File: src/design/supervisor_pkg.sv
/*
  Constants, state type and register map for the system supervisor.
  Assumes a 250 MHz system clock and a classic Wishbone master.
*/
// Function
// - Two independent watchdogs restart on rising edge
// - Programmed open and close counts per watchdog
// - Edge before window opens flags error
// - Window closing without edge flags error
// - Temperature warning raises controller interrupt
// - Temperature error shuts down, waits system-on toggle
// - No power-on progress while warning active
// - Measure internal versus external clock ratio
// - Async reset forces off, supplies off
// - Leave off: input good, on high, cool
// - Enable 1.1 V, then 1.8 V, then 3.3 V
// - Wait four rails good, hold reset, release
// - Standby drives host reset high
// - Standby exits: shutdown or off conditions
// - Software steps standby to powering to ready
// - Finish mirror power-up despite system-on low
// - Ready: illumination to on, park events park
// - Headlight mode never enters display on
// - Display on: illumination off returns ready
// - Parking holds park low, timers, then standby
// - Shutdown only on temp error, exits limited
// - Registers readable while in off state
// - Stay off while system-on sampled low
package supervisor_pkg;

  typedef enum logic [2:0] {
    ST_OFF, ST_SEQ, ST_STANDBY, ST_POWERING, ST_READY, ST_DISPLAY,
    ST_PARKING, ST_SHUTDOWN
  } sys_state_t;

  localparam int CLK_MHZ          = 250;
  localparam int RAIL_STEP_NS     = 1000;
  localparam int RAIL_STEP_CYC    = RAIL_STEP_NS * CLK_MHZ / 1000;
  localparam int HOST_RST_NS      = 10000;
  localparam int HOST_RST_CYC     = HOST_RST_NS * CLK_MHZ / 1000;
  localparam int PARK_NS          = 8000;
  localparam int PARK_CYC         = PARK_NS * CLK_MHZ / 1000;
  localparam int PARK_FINAL_NS    = 4000;
  localparam int PARK_FINAL_CYC   = PARK_FINAL_NS * CLK_MHZ / 1000;
  localparam int OSC_KHZ          = 2000;
  localparam int OSC_DIV          = CLK_MHZ * 1000 / OSC_KHZ;

  localparam logic [3:0] ADR_STATUS  = 4'h0;
  localparam logic [3:0] ADR_CONTROL = 4'h1;
  localparam logic [3:0] ADR_WD_A    = 4'h2;
  localparam logic [3:0] ADR_WD_B    = 4'h3;
  localparam logic [3:0] ADR_RATIO   = 4'h4;
  localparam logic [3:0] ADR_STATE   = 4'h5;

  localparam int ST_WD_A_ERR   = 7;
  localparam int ST_WD_B_ERR   = 6;
  localparam int ST_CHANGE     = 5;
  localparam int ST_TEMP_WARN  = 2;
  localparam int ST_TEMP_ERR   = 1;
  localparam int ST_ON_LOW     = 0;

  localparam int CT_WD_A_EN    = 0;
  localparam int CT_WD_B_EN    = 1;
  localparam int CT_MIRROR_EN  = 2;
  localparam int CT_MIRROR_OK  = 3;
  localparam int CT_ILLUM      = 4;
  localparam int CT_HEADLIGHT  = 5;
  localparam int CT_PARK       = 6;
  localparam int CT_CYCLE      = 7;
  localparam int CT_WARN_IE    = 8;

  localparam logic [31:0] STATUS_RESET  = 32'h0000_0000;
  localparam logic [31:0] CONTROL_RESET = 32'h0000_0000;
  localparam logic [31:0] WD_RESET      = 32'h0000_0000;

endpackage

File: src/design/system_supervisor_fsm.sv
/*
  System supervisor: top state machine, rail sequencing, two windowed
  watchdogs, temperature reaction, clock ratio monitor, Wishbone slave.
  Assumes asynchronous pins arrive unsynchronised and the internal
  2 MHz oscillator is modelled as an enable divided from i_clk.
*/
// The implementer's own choices: register access over Wishbone and the placing of the registers.
module system_supervisor_fsm
  import supervisor_pkg::*;
#(
  parameter int WD_W    = 16,
  parameter int RATIO_W = 16,
  parameter int RATIO_N = 2000,
  parameter int HOST_RST_COUNT = HOST_RST_CYC,
  parameter int PARK_COUNT     = PARK_CYC
)(
  input  wire logic        i_clk,
  input  wire logic        i_resetn,
  input  wire logic        i_core_async_reset_n,
  input  wire logic        i_system_on_request,
  input  wire logic        i_main_input_voltage_good,
  input  wire logic [3:0]  i_rail_good,
  input  wire logic [1:0]  i_temp_warn,
  input  wire logic [1:0]  i_temp_err,
  input  wire logic        i_watchdog_a,
  input  wire logic        i_watchdog_b,
  input  wire logic        i_fast_ext_clock,
  input  wire logic        i_wb_cyc,
  input  wire logic        i_wb_stb,
  input  wire logic        i_wb_we,
  input  wire logic [5:0]  i_wb_adr,
  input  wire logic [31:0] i_wb_dat,
  input  wire logic [3:0]  i_wb_sel,
  output logic [31:0]      o_wb_dat,
  output logic             o_wb_ack,
  output logic             o_host_reset_n,
  output logic             o_mirror_park_n,
  output logic [2:0]       o_rail_en,
  output logic             o_mirror_reg_en,
  output logic             o_temp_irq,
  output logic [2:0]       o_state
);

  localparam int NSYNC = 12;

  // Three-stage synchronisers for all asynchronous pins
  logic [NSYNC-1:0] sync_in, s1, s2, s3, next_s1;
  assign sync_in = {i_fast_ext_clock, i_watchdog_b, i_watchdog_a,
                    i_temp_err, i_temp_warn, i_rail_good,
                    i_main_input_voltage_good};
  logic on_s1, on_s2, on_s3;

  always_comb
  begin
    next_s1 = sync_in;
  end

  always_ff @(posedge i_clk)
  begin
    s1 <= next_s1;
    s2 <= s1;
    s3 <= s2;
    on_s1 <= i_system_on_request;
    on_s2 <= on_s1;
    on_s3 <= on_s2;
  end

  // Filtered levels: change once stages two and three agree
  logic [NSYNC-1:0] lvl, next_lvl;
  logic on_lvl, next_on_lvl;
  always_comb
  begin
    for (int i = 0; i < NSYNC; i++)
      next_lvl[i] = (s2[i] == s3[i]) ? s2[i] : lvl[i];
    next_on_lvl = (on_s2 == on_s3) ? on_s2 : on_lvl;
  end

  always_ff @(posedge i_clk)
  begin
    if (!i_resetn)
    begin
      lvl    <= '0;
      on_lvl <= 1'b0;
    end
    else
    begin
      lvl    <= next_lvl;
      on_lvl <= next_on_lvl;
    end
  end

  logic       main_input_voltage_good, warn, terr, ext_lvl;
  logic [3:0] rails;
  logic [1:0] wd_lvl;
  assign main_input_voltage_good = lvl[0];
  assign rails      = lvl[4:1];
  assign warn       = |lvl[6:5];
  assign terr       = |lvl[8:7];
  assign wd_lvl     = lvl[10:9] == 2'b00 ? 2'b00 : lvl[10:9];
  assign ext_lvl    = lvl[NSYNC-1];

  // Internal oscillator tick
  logic [7:0] osc_cnt, next_osc_cnt;
  logic       osc_tick;
  assign osc_tick = (osc_cnt == 8'(OSC_DIV - 1));
  always_comb
  begin
    next_osc_cnt = osc_tick ? 8'h00 : osc_cnt + 8'h01;
  end

  // Registers
  logic [31:0] status, next_status, control, next_control;
  logic [2*WD_W-1:0] wd_cfg [2];
  logic [2*WD_W-1:0] next_wd_cfg [2];
  logic [RATIO_W-1:0] ratio, next_ratio;
  logic [1:0] wd_err;
  logic       state_chg;
  sys_state_t state, next_state;

  logic bus_req, bus_wr;
  assign bus_req = i_wb_cyc && i_wb_stb && !o_wb_ack;
  assign bus_wr  = bus_req && i_wb_we;

  function automatic logic [31:0] merge(input logic [31:0] old,
                                        input logic [31:0] d,
                                        input logic [3:0]  sel);
    for (int b = 0; b < 4; b++)
      if (sel[b])
        old[8*b +: 8] = d[8*b +: 8];
    return old;
  endfunction

  // Windowed watchdogs
  logic [WD_W-1:0] wd_cnt [2];
  logic [WD_W-1:0] next_wd_cnt [2];
  logic [1:0] wd_prev, next_wd_prev, wd_run, next_wd_run;

  generate
    for (genvar w = 0; w < 2; w++)
    begin : g_wd
      logic en, rise;
      logic [WD_W-1:0] open_at, close_at;
      assign en       = control[CT_WD_A_EN + w];
      assign open_at  = wd_cfg[w][WD_W-1:0];
      assign close_at = wd_cfg[w][2*WD_W-1:WD_W];
      assign rise     = wd_lvl[w] && !wd_prev[w];
      always_comb
      begin
        next_wd_prev[w] = wd_lvl[w];
        next_wd_cnt[w]  = wd_cnt[w];
        next_wd_run[w]  = wd_run[w];
        wd_err[w]       = 1'b0;
        if (!en)
        begin
          next_wd_run[w] = 1'b0;
          next_wd_cnt[w] = '0;
        end
        else if (rise)
        begin
          wd_err[w]       = wd_run[w] && (wd_cnt[w] < open_at);
          next_wd_cnt[w]  = '0;
          next_wd_run[w]  = 1'b1;
        end
        else if (wd_run[w] && osc_tick)
        begin
          if (wd_cnt[w] >= close_at)
          begin
            wd_err[w]      = 1'b1;
            next_wd_cnt[w] = '0;
          end
          else
            next_wd_cnt[w] = wd_cnt[w] + WD_W'(1);
        end
      end
    end
  endgenerate

  // Clock ratio: external edges counted over RATIO_N oscillator ticks
  logic ext_prev, next_ext_prev;
  logic [RATIO_W-1:0] ext_cnt, next_ext_cnt, win_cnt, next_win_cnt;
  always_comb
  begin
    next_ext_prev = ext_lvl;
    next_ext_cnt  = ext_cnt + RATIO_W'(ext_lvl && !ext_prev);
    next_win_cnt  = win_cnt;
    next_ratio    = ratio;
    if (osc_tick)
    begin
      if (win_cnt == RATIO_W'(RATIO_N - 1))
      begin
        next_win_cnt = '0;
        next_ratio   = next_ext_cnt;
        next_ext_cnt = '0;
      end
      else
        next_win_cnt = win_cnt + RATIO_W'(1);
    end
  end

  // Top state machine
  logic [31:0] tmr, next_tmr;
  logic [1:0]  phase, next_phase;
  logic        park_ev;
  assign park_ev = !main_input_voltage_good || !on_lvl || terr
                 || control[CT_PARK] || control[CT_CYCLE];

  always_comb
  begin
    next_state = state;
    next_tmr   = tmr;
    next_phase = phase;
    unique case (state)
      ST_OFF:
        if (main_input_voltage_good && on_lvl && !warn)
        begin
          next_state = ST_SEQ;
          next_phase = 2'd0;
          next_tmr   = '0;
        end
      ST_SEQ:
        if (terr)
          next_state = ST_SHUTDOWN;
        else if (warn)
          next_tmr = tmr;
        else if (phase < 2'd3)
        begin
          if (tmr >= 32'(RAIL_STEP_CYC))
          begin
            next_phase = phase + 2'd1;
            next_tmr   = '0;
          end
          else
            next_tmr = tmr + 32'h1;
        end
        else if (&rails)
        begin
          if (tmr >= 32'(HOST_RST_COUNT))
            next_state = ST_STANDBY;
          else
            next_tmr = tmr + 32'h1;
        end
        else
          next_tmr = '0;
      ST_STANDBY:
        if (terr)
          next_state = ST_SHUTDOWN;
        else if (!on_lvl || control[CT_CYCLE] || |wd_err || !main_input_voltage_good)
          next_state = ST_OFF;
        else if (control[CT_MIRROR_EN])
          next_state = ST_POWERING;
      ST_POWERING:
        if (control[CT_MIRROR_OK])
          next_state = ST_READY;
      ST_READY:
        if (park_ev)
        begin
          next_state = ST_PARKING;
          next_tmr   = '0;
          next_phase = 2'd0;
        end
        else if (control[CT_ILLUM] && !control[CT_HEADLIGHT])
          next_state = ST_DISPLAY;
      ST_DISPLAY:
        if (park_ev)
        begin
          next_state = ST_PARKING;
          next_tmr   = '0;
          next_phase = 2'd0;
        end
        else if (!control[CT_ILLUM] || control[CT_HEADLIGHT])
          next_state = ST_READY;
      ST_PARKING:
        if (phase == 2'd0 && tmr >= 32'(PARK_COUNT))
        begin
          next_phase = 2'd1;
          next_tmr   = '0;
        end
        else if (phase == 2'd1 && tmr >= 32'(PARK_FINAL_CYC))
          next_state = ST_STANDBY;
        else
          next_tmr = tmr + 32'h1;
      ST_SHUTDOWN:
        if (!on_lvl || !main_input_voltage_good)
          next_state = ST_OFF;
    endcase
  end

  // Register updates; hardware set wins over software clear
  logic [31:0] hw_set;
  always_comb
  begin
    hw_set = '0;
    hw_set[ST_WD_A_ERR] = wd_err[0];
    hw_set[ST_WD_B_ERR] = wd_err[1];
    hw_set[ST_CHANGE]   = state_chg;
    hw_set[ST_TEMP_WARN] = warn;
    hw_set[ST_TEMP_ERR] = terr;
    hw_set[ST_ON_LOW]   = !on_lvl;
    next_status  = status;
    next_control = control;
    next_wd_cfg  = wd_cfg;
    if (bus_wr && i_wb_adr[5:2] == ADR_STATUS)
      next_status = status & ~merge('0, i_wb_dat, i_wb_sel);
    if (bus_wr && i_wb_adr[5:2] == ADR_CONTROL)
      next_control = merge(control, i_wb_dat, i_wb_sel);
    for (int k = 0; k < 2; k++)
      if (bus_wr && i_wb_adr[5:2] == ADR_WD_A + 4'(k))
        next_wd_cfg[k] = (2*WD_W)'(merge(32'(wd_cfg[k]), i_wb_dat,
                                         i_wb_sel));
    next_status = next_status | hw_set;
    if (next_state == ST_OFF || next_state == ST_SHUTDOWN)
      next_control[CT_CYCLE] = 1'b0;
    if (state == ST_PARKING)
      next_control[CT_PARK] = 1'b0;
  end

  assign state_chg = (next_state != state);

  always_ff @(posedge i_clk or negedge i_core_async_reset_n)
  begin
    if (!i_core_async_reset_n)
      state <= ST_OFF;
    else if (!i_resetn)
      state <= ST_OFF;
    else
      state <= next_state;
  end

  always_ff @(posedge i_clk)
  begin
    if (!i_resetn)
    begin
      tmr      <= '0;
      phase    <= 2'd0;
      osc_cnt  <= 8'h00;
      status   <= STATUS_RESET;
      control  <= CONTROL_RESET;
      wd_cfg   <= '{default: WD_RESET[2*WD_W-1:0]};
      wd_cnt   <= '{default: '0};
      wd_prev  <= 2'b00;
      wd_run   <= 2'b00;
      ext_prev <= 1'b0;
      ext_cnt  <= '0;
      win_cnt  <= '0;
      ratio    <= '0;
    end
    else
    begin
      tmr      <= next_tmr;
      phase    <= next_phase;
      osc_cnt  <= next_osc_cnt;
      status   <= next_status;
      control  <= next_control;
      wd_cfg   <= next_wd_cfg;
      wd_cnt   <= next_wd_cnt;
      wd_prev  <= next_wd_prev;
      wd_run   <= next_wd_run;
      ext_prev <= next_ext_prev;
      ext_cnt  <= next_ext_cnt;
      win_cnt  <= next_win_cnt;
      ratio    <= next_ratio;
    end
  end

  // Outputs; supplies drop asynchronously with the core reset
  logic [2:0] next_rail_en;
  logic       supplies_on;
  assign supplies_on = state != ST_OFF && state != ST_SHUTDOWN;
  always_comb
  begin
    next_rail_en = 3'b000;
    if (supplies_on)
      next_rail_en = (state == ST_SEQ) ?
        ((phase == 2'd0) ? 3'b001 : (phase == 2'd1) ? 3'b011 : 3'b111)
        : 3'b111;
  end

  always_ff @(posedge i_clk or negedge i_core_async_reset_n)
  begin
    if (!i_core_async_reset_n)
    begin
      o_rail_en       <= 3'b000;
      o_host_reset_n  <= 1'b0;
      o_mirror_park_n <= 1'b1;
      o_mirror_reg_en <= 1'b0;
      o_temp_irq      <= 1'b0;
      o_state         <= 3'h0;
    end
    else if (!i_resetn)
    begin
      o_rail_en       <= 3'b000;
      o_host_reset_n  <= 1'b0;
      o_mirror_park_n <= 1'b1;
      o_mirror_reg_en <= 1'b0;
      o_temp_irq      <= 1'b0;
      o_state         <= 3'h0;
    end
    else
    begin
      o_rail_en       <= next_rail_en;
      o_host_reset_n  <= supplies_on && next_state != ST_SEQ;
      o_mirror_park_n <= next_state != ST_PARKING;
      o_mirror_reg_en <= next_state == ST_POWERING
        || next_state == ST_READY || next_state == ST_DISPLAY
        || (next_state == ST_PARKING && next_phase == 2'd0);
      o_temp_irq      <= warn && control[CT_WARN_IE];
      o_state         <= 3'(next_state);
    end
  end

  // Wishbone slave: one wait state, reads work in every state
  logic [31:0] rd, next_rd;
  logic        next_ack;
  always_comb
  begin
    next_ack = bus_req;
    unique case (i_wb_adr[5:2])
      ADR_STATUS:  next_rd = status;
      ADR_CONTROL: next_rd = control;
      ADR_WD_A:    next_rd = 32'(wd_cfg[0]);
      ADR_WD_B:    next_rd = 32'(wd_cfg[1]);
      ADR_RATIO:   next_rd = 32'(ratio);
      ADR_STATE:   next_rd = 32'(state);
      default:     next_rd = 32'h0000_0000;
    endcase
  end
  assign rd = o_wb_dat;

  always_ff @(posedge i_clk)
  begin
    if (!i_resetn)
    begin
      o_wb_ack <= 1'b0;
      o_wb_dat <= 32'h0000_0000;
    end
    else
    begin
      o_wb_ack <= next_ack;
      o_wb_dat <= next_ack ? next_rd : rd;
    end
  end

  // Assertions
  property p_off_supplies;
    @(posedge i_clk) disable iff (!i_resetn)
    $past(state) == ST_OFF && state == ST_OFF |-> o_rail_en == 3'b000;
  endproperty
  a_off_supplies: assert property (p_off_supplies)
    else $error("supplies on in off state");

  property p_leave_off;
    @(posedge i_clk) disable iff (!i_resetn)
    state == ST_OFF && next_state != ST_OFF |-> main_input_voltage_good && on_lvl && !warn;
  endproperty
  a_leave_off: assert property (p_leave_off)
    else $error("off left without conditions");

  property p_seq_order;
    @(posedge i_clk) disable iff (!i_resetn)
    o_rail_en[2] |-> o_rail_en[1] && o_rail_en[0];
  endproperty
  a_seq_order: assert property (p_seq_order)
    else $error("rail order broken");

  property p_shutdown_entry;
    @(posedge i_clk) disable iff (!i_resetn)
    state != ST_SHUTDOWN ##1 state == ST_SHUTDOWN |-> $past(terr);
  endproperty
  a_shutdown_entry: assert property (p_shutdown_entry)
    else $error("shutdown without temperature error");

  property p_no_display_headlight;
    @(posedge i_clk) disable iff (!i_resetn)
    control[CT_HEADLIGHT] && state == ST_READY |=> state != ST_DISPLAY;
  endproperty
  a_no_display_headlight: assert property (p_no_display_headlight)
    else $error("display on in headlight mode");

  property p_park_pin;
    @(posedge i_clk) disable iff (!i_resetn)
    state == ST_PARKING |-> !o_mirror_park_n;
  endproperty
  a_park_pin: assert property (p_park_pin)
    else $error("park pin not low while parking");

  property p_powering_hold;
    @(posedge i_clk) disable iff (!i_resetn)
    state == ST_POWERING && !control[CT_MIRROR_OK] |=> state == ST_POWERING;
  endproperty
  a_powering_hold: assert property (p_powering_hold)
    else $error("mirror power-up abandoned");

  property p_wd_err_flag;
    @(posedge i_clk) disable iff (!i_resetn)
    wd_err[0] |=> status[ST_WD_A_ERR];
  endproperty
  a_wd_err_flag: assert property (p_wd_err_flag)
    else $error("watchdog error not flagged");

  property p_standby_reset;
    @(posedge i_clk) disable iff (!i_resetn)
    state == ST_STANDBY |=> o_host_reset_n || state != ST_STANDBY;
  endproperty
  a_standby_reset: assert property (p_standby_reset)
    else $error("host reset low in standby");

  c_standby: cover property (@(posedge i_clk) state == ST_STANDBY);
  c_display: cover property (@(posedge i_clk) state == ST_DISPLAY);
  c_parking: cover property (@(posedge i_clk)
    state == ST_PARKING ##1 state == ST_STANDBY);
  c_wd_err:  cover property (@(posedge i_clk) |wd_err);

endmodule

File: config.mk
export PLATFORM = sky130hd
export DESIGN_NAME = system_supervisor_fsm
export DESIGN_NICKNAME = d
export VERILOG_FILES = /design/src/design/supervisor_pkg.sv /design/src/design/system_supervisor_fsm.sv
export SDC_FILE = /design/constraint.sdc
export NUM_CORES = 1
export LEC_CHECK = 0
export BUFFER_PORTS_ARGS = -buffer_cell sky130_fd_sc_hd__clkbuf_2
export CORE_AREA = 10 10 179 181
export DETAILED_ROUTE_END_ITERATION = 16
export DIE_AREA = 0 0 189 191
export HOLD_SLACK_MARGIN = 0.06
export PLACE_DENSITY = 0.84
export REMOVE_ABC_BUFFERS = 1
export SETUP_SLACK_MARGIN = 0.3
export SYNTH_ARGS = -nofsm -noshare
export SYNTH_HDL_FRONTEND = slang
export SYNTH_SLANG_ARGS = --single-unit
export TNS_END_PERCENT = 5
File: constraint.sdc
create_clock -name i_clk -period 6.3 [get_ports i_clk]
set_clock_uncertainty 0.2 [all_clocks]
set_input_delay 0.315 -clock i_clk [delete_from_list [all_inputs] [get_ports i_clk]]
set_output_delay 0.315 -clock i_clk [all_outputs]
set_load 0.01 [all_outputs]
Word level (Yosys, flattened, before mapping). Cells that the tools add are included. Widths: inputs -> output; s select.

Reduce and logical (&&, ||, !) cells: 78. Order comparisons: 9. Add/subtract/negate cells: 7. Mux-type cells: 71. Equality and inequality tests: 43. Bitwise operators: 6.

Operators with widths (count): $mux 32 (11); $pmux 32 s6 (1); $pmux 32 s4 (1); $mux 16 (5); $mux 3 (23); $mux 8 (8); $add 16x1->16 const B (3); $add 32x1->32 const B (1); $and 32x32->32 (1); $ge 16x16->1 (2); $ge 32x10->1 const B (1); $ge 32x11->1 const B (1); $ge 32x12->1 const B (1); $ge 32x8->1 const B (1); $lt 16x16->1 (2); $not 32->32 (1); $or 32x8->32 (1); $reduce_and 2->1 (15); $eq 3x3->1 const B (8); $pmux 3 s8 (1); $logic_and 1x1->1 (23); $add 16x1->16 (1); $eq 16x11->1 const B (1); $mux 2 (8); other kinds (31) (93).

Word-level logic and storage cells: 268. Output and inout bits: 43. Input bits: 61. Bits in registers: 350.

Longest topological paths before layout. Gate-level depths: netlist (run 1).

Word-level depth: 16. Depth in mapped cells: 11. Gate-level depth less buffers: 10.

Least setup slack after synthesis (run 1). OpenSTA, ideal clock, no wires.

Path kind: flip-flop to flip-flop. Start: register wd_cfg (netlist bit g_wd[0].close_at[7]). End: register o_host_reset_n. Data required time: 5.976 ns. Cell stages (with the launch flop): 11. Clock period less this slack: 2.790 ns. Library setup time: 0.124 ns. Arrival: 2.466 ns. Setup slack: 3.510 ns. Buffers on the path: 0. Path through: dfxtp_1 > inv_1 > ha_1 > and2_1 > a221oi_1 > o21ai_0 > a2111oi_2 > o311ai_1 > o31ai_2 > nand2_1 > o31a_1.

Cells in the longest elaborated chain, start to end: 14.

RTL lines: from (decl) (RTL line system_supervisor_fsm.sv:113) `logic [2*WD_W-1:0] wd_cfg [2];`; from (signal assigned) (RTL line system_supervisor_fsm.sv:354) `wd_cfg <= next_wd_cfg;`; $ge 16x16->1 (RTL line system_supervisor_fsm.sv:166) `if (wd_cnt[w] >= close_at)`; $mux 1 (RTL line system_supervisor_fsm.sv:166); $mux 1 (RTL line system_supervisor_fsm.sv:164) `else if (wd_run[w] && osc_tick)`; $mux 1 (RTL line system_supervisor_fsm.sv:158) `else if (rise)`; $mux 1 (RTL line system_supervisor_fsm.sv:153) `if (!en)`; $reduce_or 2->1 (RTL line system_supervisor_fsm.sv:247) `else if (!on_lvl || control[CT_CYCLE] || |wd_err || !main_input_voltage_good)`; $logic_or 1x1->1 (2 in a row) (RTL line system_supervisor_fsm.sv:247); $mux 3 (RTL line system_supervisor_fsm.sv:247); $mux 3 (RTL line system_supervisor_fsm.sv:245) `if (terr)`; $pmux 3 s8 (RTL line system_supervisor_fsm.sv:212) `unique case (state)`; $ne 3x1->1 (RTL line system_supervisor_fsm.sv:401) `o_host_reset_n <= supplies_on && next_state != ST_SEQ;`; $logic_and 1x1->1 (RTL line system_supervisor_fsm.sv:401); $mux 1 (RTL line system_supervisor_fsm.sv:389) `else if (!i_resetn)`; to (signal assigned) (RTL line system_supervisor_fsm.sv:383) `o_host_reset_n <= 1'b0;`; to (signal assigned) (RTL line system_supervisor_fsm.sv:392) `o_host_reset_n <= 1'b0;`; to (signal assigned) (RTL line system_supervisor_fsm.sv:401); to (decl) (RTL line system_supervisor_fsm.sv:36) `output logic o_host_reset_n,`.

No other way between the ends. A chain may end at the register's enable or synchronous reset.

Worst setup path in the final report (run 1).
Start: register wd_cnt[21] in the netlist's numbering. End: register o_mirror_reg_en.

Cells in the longest elaborated chain, start to end: 16. Elaborated cells on any way between the ends: 22. Classes of those cells: 2 x order compare; 4 x eq/ne; 8 x mux; 8 x reduce/logical.

RTL lines: from (decl) (RTL line system_supervisor_fsm.sv:134) `logic [WD_W-1:0] wd_cnt [2];`; from (signal assigned) (RTL line system_supervisor_fsm.sv:355) `wd_cnt <= next_wd_cnt;`; $ge 16x16->1 (RTL line system_supervisor_fsm.sv:166); $mux 1 (RTL line system_supervisor_fsm.sv:166); $mux 1 (RTL line system_supervisor_fsm.sv:164); $mux 1 (*) (RTL line system_supervisor_fsm.sv:158); $mux 1 (*) (RTL line system_supervisor_fsm.sv:153); $reduce_or 2->1 (*) (RTL line system_supervisor_fsm.sv:247); $logic_or 1x1->1 (*) (2 in a row) (RTL line system_supervisor_fsm.sv:247); $mux 3 (*) (RTL line system_supervisor_fsm.sv:247); $mux 3 (*) (RTL line system_supervisor_fsm.sv:245); $pmux 3 s8 (*) (RTL line system_supervisor_fsm.sv:212); $eq 3x2->1 / $eq 3x3->1 (equally long branches) (RTL line system_supervisor_fsm.sv:403, system_supervisor_fsm.sv:404); $logic_or 1x1->1 (2 in a row) (RTL line system_supervisor_fsm.sv:404) `|| next_state == ST_READY || next_state == ST_DISPLAY`; $logic_or 1x1->1 (*) (RTL line system_supervisor_fsm.sv:405) `|| (next_state == ST_PARKING && next_phase == 2'd0);`; $mux 1 (*) (RTL line system_supervisor_fsm.sv:389); to (signal assigned) (RTL line system_supervisor_fsm.sv:403) `o_mirror_reg_en <= next_state == ST_POWERING`; to (decl) (RTL line system_supervisor_fsm.sv:39) `output logic o_mirror_reg_en,`.

Mark *: on every way between the ends. The rest lies on a longest branch, timed or not.

==> impl_metrics.env, run 1 <==
export IMPL_drive_gt1_share_pct=10.1
export IMPL_nets=2072
export IMPL_hold_viol=0
export IMPL_switching_share_pct=23.9
export IMPL_p_int_uw=3680
export IMPL_grt_max_degree=74
export IMPL_synthToLayoutAreaGrowth_pct=15.8
export IMPL_gp_congestion=0.896
export IMPL_final_cell_mix="dfxtp_1, a21oi_1, nand2_1, nor2_1, nand3_1"
export IMPL_yosys_area_top_type="dfxtp_1"
export IMPL_start_util_pct=54.0
export IMPL_power_switching_uw=1160
export IMPL_dp_hpwl_mm=27.4
export IMPL_port_buffers=101
export IMPL_synth_ff_type="dfxtp_1"
export IMPL_grt_use_total_pct=21.9
export IMPL_placed_cell_area_mm2=0.0161
export IMPL_netlist_area_leader_share_pct=44.3
export IMPL_final_common_cell="dfxtp_1"
export IMPL_reg2reg_depth=9
export IMPL_rows=62
export IMPL_finalSetupViolations=0
export IMPL_holdWs_ns=0.0694
export IMPL_cts_root_buf="clkbuf_16"
export IMPL_start_kind="flip-flop"
export IMPL_clock_power_share_pct=44.8
export IMPL_worstSkewPairLatency_ns=0.53
export IMPL_slew_violations=0
export IMPL_dieArea_mm2=0.0361
export IMPL_syn_area_mm2=0.0154
export IMPL_register_area_mm2=0.00706
export IMPL_outcome="complete, no violations"
export IMPL_fp_dieW_um=189
export IMPL_drt_iter0_drc=1601
export IMPL_dr_pass1_iters=6
export IMPL_cts_sinks=350
export IMPL_numCtsBuffers=37
export IMPL_critical_path_class="reg -> reg"
export IMPL_avgRoutedWirePerCell_um=17.6
export IMPL_routed_top_layer="met4"
export IMPL_finalCriticalPeriod_ns=3.86
export IMPL_routed_wl_met2_mm=19.2
export IMPL_ys_types=72
export IMPL_crit_fanout=7
export IMPL_vias_per_cell=5.97
export IMPL_dp_slack_ns=2.56
export IMPL_core_mm2=0.0285
export IMPL_powerDensity_mw_per_mm2=272
export IMPL_min_path_type="in -> async"
export IMPL_ant_nets=0
export IMPL_seq_power_share_pct=47.6
export IMPL_p_leak_uw=0.00650
export IMPL_wl_met3_mm=3.38
export IMPL_n_antenna_cell=0
export IMPL_grt_pass1_vias=13600
export IMPL_synth_edf_count=0
export IMPL_yosys_warnings=0
export IMPL_fin_crit_sh_pct=61.3
export IMPL_drt_wl_total_mm=41.3
export IMPL_fin_util_pct=62.6
export IMPL_met1_length_mm=17.4
export IMPL_timing_fmax_mhz=259
export IMPL_syn_avg_cell_area_um2=8.40
export IMPL_max_slew_margin_pct=18.5
export IMPL_synthCells=1831
export IMPL_rsz0062_at_grt="no"
export IMPL_boundaryPins=104
export IMPL_worstPathArrival_ns=4.05
export IMPL_combPwrFrac_pct=7.6
export IMPL_cts_buffer_depth=3
export IMPL_async_flop_share_pct=2.86
export IMPL_die_y_um=191
export IMPL_tightest_slew_ns=1.22
export IMPL_synth_area_leaders="dfxtp_1, a21oi_1, ha_1"
export IMPL_synth_seq_cells=350
export IMPL_grt_overflow=0
export IMPL_end_kind="flip-flop"
export IMPL_grt_pass1_wl_mm=66.7
export IMPL_multi_input_area_mm2=0.00769
export IMPL_totalNegativeSetupSlack_ns=0
export IMPL_route_detailed_drc=0
export IMPL_drv_cap=0
export IMPL_vias=14000
export IMPL_antenna_found_initial=0
export IMPL_yosysSeqAreaShare_pct=45.9
export IMPL_required_ns=6.48
export IMPL_cts_reportedPaths_clkPinSlew_ns=0.06
export IMPL_peakVddDrop_mv=0.183
export IMPL_final_area_mm2=0.0178
export IMPL_fin_ws_ns=2.44
export IMPL_nFillCells=2325
export IMPL_ctsHtreeMaxLevel=2
export IMPL_cts_tree="built"
## routing by layer
layer	global-route usage [%]	vias to the layer above
li1	-	6601
met1	27.5	6650
met2	36.6	631
met3	4.32	100
met4	7.84	0
met5	0	-
## worst paths after layout
path	from	endpoint	slack, ns
max in group asynchronous	i_core_async_reset_n	o_rail_en[0]	5.03
min in group i_clk	s1[4]	s2[4]	0.11
worst min-delay path	i_core_async_reset_n	o_mirror_park_n	0.07
worst max register to register	wd_cnt[21]	o_mirror_reg_en	2.44
worst min register to register	s1[4]	s2[4]	0.11
worst max-delay path	wd_cnt[21]	o_mirror_reg_en	2.44
## power by group through the flow
| stage | Sequential, µW | Clock [µW] | Combinational [µW] |
|---|---|---|---|
| 2_1_floorplan | 2350 | 0 | 197 |
| 3_3_place_gp | 2350 | 0 | 323 |
| 3_5_place_dp | 2350 | 0 | 334 |
| 4_1_cts | 2300 | 2190 | 360 |
| 5_1_grt | 2310 | 2280 | 400 |
| 6_report | 2300 | 2170 | 367 |
## through the flow
step                cells  power (µW)
floorplan            1735        2540
global placement     2234        2670
detailed placement   2234        2680
CTS                  2344        4850
global route         2344        4980
finish               2344        4840
## critical path, stage by stage (launching register included)
cell       delay [ns]
dfxtp_1          0.43
ha_1             0.29
a21o_1           0.20
a221oi_1         0.24
o21ai_0          0.29
a2111oi_2        0.75
o311ai_1         0.29
o21ai_1          0.51
nand2_1          0.15
o311ai_0         0.36
## cell usage after synthesis (all sizes together) (5+ instances only)
master	count
xor2	59
nand2	220
nand4	29
clkbuf	85
a221oi	5
nor3	12
nand3	146
inv	80
a21oi	246
buf	11
dfxtp	340
a222oi	14
a211oi	19
nor2b	7
mux2i	7
a21o	7
and2	24
dfrtp	9
o21ai	39
nor2	194
xnor2	29
ha	75
and3	27
nor4	11
nand2b	9
or2	6
o211ai	6
a22oi	48
or3	11
## final cells by class
class | count | area share [%]
clock buffer | 54 | 6.19
clock inverter | 9 | 0.583
inverter | 80 | 1.70
multi-input combinational | 1305 | 43.2
sequential | 350 | 39.6
tap | 384 | 2.70
timing repair buffer | 162 | 6.07
## registers in the layout, indices dropped and copies added, names as in the netlist, 3 cells and up
name,flops
lvl,12
o_state,3
tmr,32
win_cnt,16
o_rail_en,3
s2,12
g_wd.close_at,32
s1,12
ratio,16
control,32
o_wb_dat,32
s3,12
g_wd.open_at,32
osc_cnt,8
wd_cnt,32
status,32
ext_cnt,16
## repair_timing
| action | in CTS | in global routing |
|---|---|---|
| hold endpoints to repair | 149 | 0 |
| setup buffers | 0 | 0 |
| hold buffers | 47 | 0 |
| gates resized for setup | 0 | 0 |
## kinds of logic after synthesis
group,share of synthesized area [%]
flip-flops,45.9
AO/OA/AOI/OAI,16.8
adder cells (fa/ha/maj),6.10
buffers and inverters,4.34
multiplexers,0.602
XOR/XNOR,5.01
AND/OR/NAND/NOR,21.3
Power figures use the tool's default switching activity.
==> inputs of run 2 (changes only) <==
--- a/config.mk
+++ b/config.mk
@@ -10,7 +10,7 @@
 export DETAILED_ROUTE_END_ITERATION = 16
 export DIE_AREA = 0 0 189 191
 export HOLD_SLACK_MARGIN = 0.06
-export PLACE_DENSITY = 0.84
+export PLACE_DENSITY = 0.86
 export REMOVE_ABC_BUFFERS = 1
 export SETUP_SLACK_MARGIN = 0.3
 export SYNTH_ARGS = -nofsm -noshare
==> constraint.sdc (replaced) <==
create_clock -name i_clk -period 3.4 [get_ports i_clk]
set_clock_uncertainty 0.2 [all_clocks]
set_input_delay 0.17 -clock i_clk [delete_from_list [all_inputs] [get_ports i_clk]]
set_output_delay 0.17 -clock i_clk [all_outputs]
set_load 0.01 [all_outputs]
==> impl_metrics.env, run 2 (synthesized netlist as in run 1, its figures left out) <==
export IMPL_dp_hpwl_mm=28.3
export IMPL_ctsHtreeMaxLevel=2
export IMPL_crit_fanout=5
export IMPL_peakVddDrop_mv=0.346
export IMPL_vias=14200
export IMPL_r2r_start="wd_cnt[0]"
export IMPL_timing_fmax_mhz=311
export IMPL_start_kind="flip-flop"
export IMPL_powerDensity_mw_per_mm2=499
export IMPL_drt_iter0_drc=1707
export IMPL_power_switching_uw=2180
export IMPL_final_cell_mix="dfxtp_1, a21oi_1, nand2_1, nor2_1, nand3_1"
export IMPL_p_leak_uw=0.00672
export IMPL_drv_cap=0
export IMPL_critical_path_class="reg -> reg"
export IMPL_gp_congestion=0.903
export IMPL_required_ns=3.59
export IMPL_cts_buffer_depth=3
export IMPL_fp_dieW_um=189
export IMPL_p_int_uw=6950
export IMPL_clock_power_share_pct=44.8
export IMPL_dieArea_mm2=0.0361
export IMPL_end_kind="flip-flop"
export IMPL_cts_root_buf="clkbuf_16"
export IMPL_rsz0062_at_grt="yes"
export IMPL_seq_power_share_pct=46.5
export IMPL_tightest_slew_ns=0.863
export IMPL_nFillCells=2204
export IMPL_dp_slack_ns=0.0191
export IMPL_min_path_type="in -> reg"
export IMPL_final_area_mm2=0.0183
export IMPL_worstSkewPairLatency_ns=0.52
export IMPL_totalNegativeSetupSlack_ns=0
export IMPL_ant_nets=0
export IMPL_cts_reportedPaths_clkPinSlew_ns=0.06
export IMPL_antenna_found_initial=1
export IMPL_synthToLayoutAreaGrowth_pct=19.0
export IMPL_hold_path_endpoint="s1[9]"
export IMPL_final_common_cell="dfxtp_1"
export IMPL_grt_pass1_wl_mm=68.7
export IMPL_hold_depth=2
export IMPL_avgRoutedWirePerCell_um=17.9
export IMPL_reg2reg_to="o_host_reset_n"
export IMPL_fin_crit_sh_pct=94.6
export IMPL_switching_share_pct=23.9
export IMPL_grt_max_degree=83
export IMPL_cts_tree="built"
export IMPL_grt_overflow=0
export IMPL_hp_start="i_watchdog_a"
export IMPL_boundaryPins=104
export IMPL_numCtsBuffers=37
export IMPL_core_mm2=0.0285
export IMPL_max_slew_margin_pct=42.5
export IMPL_cts_sinks=350
export IMPL_hold_viol=0
export IMPL_nets=2104
export IMPL_drt_wl_total_mm=42.6
export IMPL_rows=62
export IMPL_fin_ws_ns=0.185
export IMPL_ff2ff_setup_slack_ns=0.18
export IMPL_die_y_um=191
export IMPL_outcome="complete, no violations"
export IMPL_grt_pass1_vias=13900
export IMPL_start_util_pct=54.0
export IMPL_vias_per_cell=5.97
export IMPL_finalCriticalPeriod_ns=3.22
export IMPL_slew_violations=0
export IMPL_finalSetupViolations=0
export IMPL_reg2reg_depth=11
export IMPL_worstPathArrival_ns=3.41
export IMPL_dr_pass1_iters=6
export IMPL_placed_cell_area_mm2=0.0163
export IMPL_combPwrFrac_pct=8.7
export IMPL_route_detailed_drc=0
export IMPL_drive_gt1_share_pct=12.7
export IMPL_port_buffers=101
export IMPL_grt_use_total_pct=22.5
[run 2: cell types whose count changed in the layout (fill, tap and decap cells not counted), moves of 3 or more]
cell           change
buf_12             +4
buf_4             +24
dfxtp_1           -11
dfxtp_2           +11
dlygate4sd3_1      +4
ha_1               -3
ha_4               +3
[run 2: area by class of cell]
class | instances | area, µm² | share of cell area [%]
antenna | 1 | 2.50 | 0.0137
clock buffer | 56 | 1130 | 6.17
clock inverter | 12 | 129 | 0.704
inverter | 80 | 303 | 1.65
multi-input combinational | 1305 | 7810 | 42.7
sequential | 350 | 7070 | 38.6
tap | 384 | 480 | 2.62
timing repair buffer | 194 | 1380 | 7.55
[run 2: power groups by stage]
stage	logic [µW]	clock network [µW]	registers [µW]
after CTS	755	4120	4250
after global routing	857	4290	4260
final	793	4090	4250
after floorplan	364	0	4350
after detailed placement	680	0	4340
after global placement	658	0	4340
[run 2: what timing repair did]
action                                  in CTS  in global routing
resized for setup                           10                 21
buffers inserted                             4                  4
hold buffers                                51                  0
endpoints found under the hold margin      151                  0
endpoints found under the setup margin      24                 34
pin swaps                                    3                 10
[run 2: metrics by stage]
stage | hold slack, ns | power, µW | cells | util, %
2_1_floorplan | -0.326 | 4710 | 1735 | -
3_3_place_gp | -0.161 | 4990 | 2254 | 57.4
3_5_place_dp | -0.155 | 5020 | 2254 | 57.4
4_1_cts | 0.0634 | 9130 | 2377 | 63.8
5_1_grt | 0.0839 | 9410 | 2381 | 64.3
6_report | 0.0915 | 9130 | 2382 | 64.3
[run 2: critical path: stages (launching register included)]
cell	delay, ns
dfxtp_1	0.41
inv_1	0.07
ha_1	0.28
nand2b_1	0.15
a2111oi_1	0.48
nor3_1	0.18
o211ai_1	0.34
a22oi_2	0.22
o31ai_4	0.25
buf_4	0.17
nand2_1	0.07
o31a_1	0.28
[run 2: worst max-delay path by stage]
stage / start / end
4_1_cts: wd_cnt[0] / o_host_reset_n
2_1_floorplan: i_wb_adr[4] / control[7]
6_report: wd_cnt[0] / o_host_reset_n
5_1_grt: wd_cnt[0] / o_host_reset_n
3_3_place_gp: g_wd[0].close_at[2] / o_host_reset_n
3_5_place_dp: g_wd[0].close_at[7] / o_mirror_reg_en
[run 2: layer usage]
layer / global-route usage (%) / wire length, µm
met2: 37.0 / 19900
met1: 29.2 / 17700
met5: 0 / 0
met4: 7.84 / 1060
met3: 4.10 / 3990
